File: config.mk
export PLATFORM = sky130hd
export DESIGN_NAME = dcf_fifo
export DESIGN_NICKNAME = d
export VERILOG_FILES = /design/src/dcf_pkg.sv /design/src/dcf_fifo.sv /design/src/dcf_pin_sync.sv
export SDC_FILE = /design/constraint.sdc
export NUM_CORES = 1
export LEC_CHECK = 0
export BUFFER_PORTS_ARGS = -buffer_cell sky130_fd_sc_hd__buf_2
export CAP_MARGIN = 20
export CELL_PAD_IN_SITES_DETAIL_PLACEMENT = 1
export CELL_PAD_IN_SITES_GLOBAL_PLACEMENT = 1
export CORE_UTILIZATION = 53
export DETAILED_ROUTE_END_ITERATION = 10
export GPL_TIMING_DRIVEN = 1
export PLACE_DENSITY_LB_ADDON = 0.1
export SETUP_SLACK_MARGIN = 0.5
export SYNTH_ARGS = -nofsm -noshare
export SYNTH_HDL_FRONTEND = slang
export SYNTH_SLANG_ARGS = --single-unit
File: constraint.sdc
create_clock -name mclk_i -period 4.1 [get_ports mclk_i]
set_input_delay 0.615 -clock mclk_i [delete_from_list [all_inputs] [get_ports mclk_i]]
set_output_delay 0.615 -clock mclk_i [all_outputs]
set_load 0.005 [all_outputs]
File: src/dcf_pkg.sv
package dcf_pkg;
    localparam int DEPTH = 16;
    localparam int WIDTH = 5;
    localparam int PTR_W = 4;
    localparam int CNT_W = 5;
    localparam logic [CNT_W-1:0] CNT_FULL = 5'h10;
    localparam logic [CNT_W-1:0] CNT_ALMOST_FULL = 5'h0F;
    localparam logic [CNT_W-1:0] CNT_ONE = 5'h01;
    localparam logic [CNT_W-1:0] CNT_RST = 5'h00;
    localparam logic [PTR_W-1:0] PTR_RST = 4'h0;
    localparam logic [WIDTH-1:0] Q_RST = 5'h00;
    // flag values after reset (active low flags)
    localparam logic FULL_N_RST = 1'b1;
    localparam logic ALMOST_FULL_N_RST = 1'b1;
    localparam logic EMPTY_N_RST = 1'b0;
    localparam logic ALMOST_EMPTY_N_RST = 1'b1;
    // pin sampling and clock figures
    localparam int MCLK_MHZ = 125;
    localparam int PIN_CLK_MAX_MHZ = 40;
    localparam int PIN_PERIOD_CYC = MCLK_MHZ / PIN_CLK_MAX_MHZ;
endpackage

File: src/dcf_fifo.sv
`timescale 1ns/1ps
// sixteen by five fifo with pin-level load and unload clocks
module dcf_fifo #(
    parameter int DEPTH = dcf_pkg::DEPTH,
    parameter int WIDTH = dcf_pkg::WIDTH
) (
    input wire logic mclk_i,
    input wire logic rst_i,
    input wire logic load_clock_i,
    input wire logic unload_clock_i,
    input wire logic fifo_reset_n_i,
    input wire logic out_enable_i,
    input wire logic [WIDTH-1:0] data_i,
    output logic [WIDTH-1:0] q_o,
    output logic q_oe_o,
    output logic full_n_o,
    output logic almost_full_n_o,
    output logic empty_n_o,
    output logic almost_empty_n_o
);
    logic load_rise;
    logic unload_rise;
    logic fifo_reset_n;
    logic oe_level;
    logic [WIDTH-1:0] data_level;
    logic [WIDTH-1:0] mem_r [DEPTH];
    logic [dcf_pkg::PTR_W-1:0] wr_ptr_r;
    logic [dcf_pkg::PTR_W-1:0] rd_ptr_r;
    logic [dcf_pkg::PTR_W-1:0] wr_ptr_nxt;
    logic [dcf_pkg::PTR_W-1:0] rd_ptr_nxt;
    logic [dcf_pkg::CNT_W-1:0] count_r;
    logic [dcf_pkg::CNT_W-1:0] count_nxt;
    logic [WIDTH-1:0] q_r;
    logic [WIDTH-1:0] q_nxt;
    logic full_n_r;
    logic almost_full_n_r;
    logic empty_n_r;
    logic almost_empty_n_r;
    logic is_full;
    logic is_empty;
    logic do_write;
    logic do_read;

    // pin samplers; all pin logic is brought into the mclk domain
    dcf_pin_sync #(.W(1), .RST_VAL(1'b0)) u_load_sync (
        .mclk_i(mclk_i),
        .rst_i(rst_i),
        .pin_i(load_clock_i),
        .level_o(),
        .rise_o(load_rise)
    );

    dcf_pin_sync #(.W(1), .RST_VAL(1'b0)) u_unload_sync (
        .mclk_i(mclk_i),
        .rst_i(rst_i),
        .pin_i(unload_clock_i),
        .level_o(),
        .rise_o(unload_rise)
    );

    dcf_pin_sync #(.W(1), .RST_VAL(1'b0)) u_reset_sync (
        .mclk_i(mclk_i),
        .rst_i(rst_i),
        .pin_i(fifo_reset_n_i),
        .level_o(fifo_reset_n),
        .rise_o()
    );

    dcf_pin_sync #(.W(1), .RST_VAL(1'b0)) u_oe_sync (
        .mclk_i(mclk_i),
        .rst_i(rst_i),
        .pin_i(out_enable_i),
        .level_o(oe_level),
        .rise_o()
    );

    dcf_pin_sync #(.W(WIDTH), .RST_VAL('0)) u_data_sync (
        .mclk_i(mclk_i),
        .rst_i(rst_i),
        .pin_i(data_i),
        .level_o(data_level),
        .rise_o()
    );

    // state decode
    assign is_full = (count_r == dcf_pkg::CNT_FULL);
    assign is_empty = (count_r == dcf_pkg::CNT_RST);
    assign do_write = load_rise & ~is_full & fifo_reset_n;
    assign do_read = unload_rise & ~is_empty & fifo_reset_n;

    // pointer and count next values
    assign wr_ptr_nxt = do_write ? wr_ptr_r + 4'h1 : wr_ptr_r;
    assign rd_ptr_nxt = do_read ? rd_ptr_r + 4'h1 : rd_ptr_r;
    assign count_nxt = count_r + {4'h0, do_write} - {4'h0, do_read};

    // head word: written word falls through when store was empty
    assign q_nxt = (do_write && (is_empty || (do_read && count_r == dcf_pkg::CNT_ONE)))
                   ? data_level : mem_r[rd_ptr_nxt];

    // storage array, never reset; filtered data lags its pins one cycle more than the load
    // detection does, so the word taken is the one sampled just before the rise
    always_ff @(posedge mclk_i) begin
        if (do_write) begin
            mem_r[wr_ptr_r] <= data_level;
        end
    end

    // pointers, count and flags; reset pin clears control state only
    always_ff @(posedge mclk_i or posedge rst_i) begin
        if (rst_i) begin
            wr_ptr_r <= dcf_pkg::PTR_RST;
            rd_ptr_r <= dcf_pkg::PTR_RST;
            count_r <= dcf_pkg::CNT_RST;
            full_n_r <= dcf_pkg::FULL_N_RST;
            almost_full_n_r <= dcf_pkg::ALMOST_FULL_N_RST;
            empty_n_r <= dcf_pkg::EMPTY_N_RST;
            almost_empty_n_r <= dcf_pkg::ALMOST_EMPTY_N_RST;
        end else if (!fifo_reset_n) begin
            wr_ptr_r <= dcf_pkg::PTR_RST;
            rd_ptr_r <= dcf_pkg::PTR_RST;
            count_r <= dcf_pkg::CNT_RST;
            full_n_r <= dcf_pkg::FULL_N_RST;
            almost_full_n_r <= dcf_pkg::ALMOST_FULL_N_RST;
            empty_n_r <= dcf_pkg::EMPTY_N_RST;
            almost_empty_n_r <= dcf_pkg::ALMOST_EMPTY_N_RST;
        end else begin
            wr_ptr_r <= wr_ptr_nxt;
            rd_ptr_r <= rd_ptr_nxt;
            count_r <= count_nxt;
            full_n_r <= (count_nxt != dcf_pkg::CNT_FULL);
            almost_full_n_r <= (count_nxt != dcf_pkg::CNT_ALMOST_FULL);
            empty_n_r <= (count_nxt != dcf_pkg::CNT_RST);
            almost_empty_n_r <= (count_nxt != dcf_pkg::CNT_ONE);
        end
    end

    // output word register; reset pin does not clear it, it keeps loading the word at the read pointer
    always_ff @(posedge mclk_i or posedge rst_i) begin
        if (rst_i) begin
            q_r <= dcf_pkg::Q_RST;
        end else begin
            q_r <= q_nxt;
        end
    end

    // data pins uninverted; enable only drives q_oe_o, data and flags always driven
    assign q_o = q_r;
    assign q_oe_o = oe_level;
    assign full_n_o = full_n_r;
    assign almost_full_n_o = almost_full_n_r;
    assign empty_n_o = empty_n_r;
    assign almost_empty_n_o = almost_empty_n_r;
endmodule // dcf_fifo

File: src/dcf_pin_sync.sv
`timescale 1ns/1ps
// three-stage pin sampler; a change counts once stages two and three agree
module dcf_pin_sync #(
    parameter int W = 1,
    parameter logic [W-1:0] RST_VAL = '0
) (
    input wire logic mclk_i,
    input wire logic rst_i,
    input wire logic [W-1:0] pin_i,
    output logic [W-1:0] level_o,
    output logic [W-1:0] rise_o
);
    logic [W-1:0] s1_r;
    logic [W-1:0] s2_r;
    logic [W-1:0] s3_r;
    logic [W-1:0] level_r;
    logic [W-1:0] agree;
    logic [W-1:0] level_nxt;

    // per-bit filtered level
    assign agree = ~(s2_r ^ s3_r);
    assign level_nxt = (agree & s3_r) | (~agree & level_r);
    assign rise_o = level_nxt & ~level_r;
    assign level_o = level_r;

    // sampling chain; s1 feeds s2 only
    always_ff @(posedge mclk_i or posedge rst_i) begin
        if (rst_i) begin
            s1_r <= RST_VAL;
            s2_r <= RST_VAL;
            s3_r <= RST_VAL;
            level_r <= RST_VAL;
        end else begin
            s1_r <= pin_i;
            s2_r <= s1_r;
            s3_r <= s2_r;
            level_r <= level_nxt;
        end
    end
endmodule // dcf_pin_sync

==> results.toml <==
[floorplan]
die_width_um = 110
dieHeight_um = 110
die-area_sq_um = 12100
io_pins = 21
core_region_area_sq_um = 11400
start_util = 0.544
rows = 39

[finish]
fillers = 1049
num-nets-final = 425
utilization = 0.614
drive_gt1_frac = 0.289
stdcell_area_sq_um = 7010
fin_cells = 558
areaGrowthSynthToFinish_pct = 12.9
insertedDiodeCount = 0

[synthesis]
yosysSeqAreaShare = 0.622
synth_area_per_cell_sq_um = 16.7
synth_top_area_cell = "edfxtp_1"
ys_ff_latch = 138
synth_edf_count = 80
synth.most_common_cell = "edfxtp_1"
syn_area_sq_um = 6210
synth_commonest_cells = "edfxtp_1 (80), dfrtp_1 (55), mux4_2 (40), inv_1 (19), nor2_1 (18)"
synth_cells = 371
synthDistinctLibCells = 46
synthFlopType = "edfxtp_1"
async_reset_ff_frac = 0.420
synth_top_area_frac = 0.387
ys_warn_count = 0
synthTopCellsByArea = "edfxtp_1 (39%), dfrtp_1 (22%), mux4_2 (15%)"
synth.net_count = 394

[grt]
antenna_found_initial = 0
grt.total_usage = 0.243
grt-ovfl-total = 0
grt_pass1_vias = 3640
grt_pass1_wl_um = 20300
grt_max_degree = 43

[job]
drv_cap = 0

[drt]
routed_wl_um = 13000
post_drt_wl_per_cell_um = 23.3
first_iter_violations = 232
dr.pass1.iters = 4
drcViolationCount = 0
viasPerCell = 6.11
route.vias.total = 3410
ant_nets = 0

[clocking]
cts-root-buf = "clkbuf_16"
htreeDepth = 4
cts_sinks = 138
cts_buffers = 17
path_clk_slew_ps = 60
clockBufferDepth = 2
cts_tree = "yes"
clkLatencyLatePin_ps = 430

[sta]
setup_viol = 0
layout_setup_ws_ps = 787
slew_violations = 0
skew_ps = 8.09
max_slew.worst_pin.slew_ps = 808
setup_tns_ps = 0
timing.hold.ws_ps = 285
fmax_ghz = 0.302
min_period_ps = 3310
post-route-period-util = 0.808
rsz0062_at_grt = "false"
finalHoldViolations = 0
maxSlewHeadroom = 0.460

[setup_path]
crit_type = "reg2reg"
arrival_ps = 3650
start_kind = "flip-flop"
ff2ff_setup_slack_ps = 790
worst_setup_path_end_kind = "flip-flop"
crit_required_ps = 4440
cp_max_fo = 4

[pwr]
p_leak_nw = 2.70
irDropWorstVdd_v = 0.000443
p_total_mw = 3.50
powerDensity_nw_per_um2 = 499

[place]
place_congestion = 0.827
placed_area_sq_um = 6410
pre_cts_ws_ps = 412
place_inst = 524
io_buffers = 20
hpwlAfterDp_um = 8820

[worst_hold_path]
hold_path.class = "in2reg"

[status]
status = "complete, no violations"
-- placed cells by master, fill, tap and decap left out, types with 5 or more instances in the layout --
cell,instances
a31oi_1,6
and2_1,16
and3_1,6
buf_2,20
buf_4,12
clkbuf_16,18
dfrtp_1,54
edfxtp_1,80
ha_1,11
inv_1,18
inv_4,5
maj3_1,9
mux4_2,40
nand2_1,5
nor2_1,18
nor3b_1,7
nor4b_1,10
o211a_1,10
o211ai_1,5
o31ai_1,6
o41ai_1,5
xnor2_1,6
-- metal layers --
metal / up-vias / routed length (um) / GRT usage
met5: - / 0 / 0
met4: 0 / 210 / 0.103
met3: 17 / 457 / 0.0547
met2: 67 / 6740 / 0.407
met1: 1803 / 5600 / 0.306
li1: 1523 / - / -
-- registers in the layout, indices dropped and copies added (netlist names), 4 cells and up, named ones only --
| register | cells |
|---|---|
| u_data_sync.s1_r | 5 |
| q_o | 5 |
| count_r | 5 |
| wr_ptr_r | 4 |
| rd_ptr_r | 4 |
| u_data_sync.s3_r | 5 |
| mem_r | 80 |
| u_data_sync.s2_r | 5 |
-- final timing paths --
check                                                    from                             to  cells after the start
worst min-delay path                                data_i[4]  u_data_sync.s1_r[4]$_DFF_PP0_                      1
worst max register to register           count_r[2]$_DFF_PP0_             full_n_o$_DFF_PP1_                     13
max in group asynchronous                               rst_i     almost_empty_n_o$_DFF_PP1_                      3
worst max-delay path                     count_r[2]$_DFF_PP0_             full_n_o$_DFF_PP1_                     13
worst min register to register  u_data_sync.s1_r[0]$_DFF_PP0_  u_data_sync.s2_r[0]$_DFF_PP0_                      0
min in group asynchronous                               rst_i  u_data_sync.s2_r[0]$_DFF_PP0_                      2
-- area by class of cell --
| cell class | instances | area [sq um] | share of cell area |
|---|---|---|---|
| inverters | 20 | 77.6 | 0.0111 |
| flip-flops and latches | 138 | 3860 | 0.551 |
| repair buffers | 32 | 190 | 0.0271 |
| well taps | 143 | 179 | 0.0255 |
| multi-input cells | 193 | 2130 | 0.304 |
| clock inverters | 12 | 96.3 | 0.0137 |
| clock buffers | 20 | 478 | 0.0682 |
-- cell families after synthesis --
group,Yosys count,share of synthesized area
buf+inv,40,0.0367
simple gates,78,0.0827
flops,138,0.622
fa+ha+maj,21,0.0399
xor+xnor,10,0.0141
compound gates,43,0.0583
mux,41,0.147
-- power by group --
group          internal, mW  switching [mW]
combinational         0.190           0.239
sequential             1.55          0.0620
clock                 0.854           0.604
-- repair_timing --
item / in CTS / in global routing
setup buffers: 1 / 1
pin swaps: 0 / 1
resized for setup: 1 / 0
hold buffers: 0 / 0
setup endpoints to repair: 1 / 1
-- critical path: stages (launching register included) --
cell,delay [ps]
dfrtp_1,350
inv_1,60
ha_1,220
and4bb_2,260
nor3_4,120
nand2_1,120
ha_1,300
inv_1,60
ha_1,170
inv_1,60
fa_1,390
xor2_1,260
and3_1,250
or4b_2,590
Power figures use the tool's default switching activity.
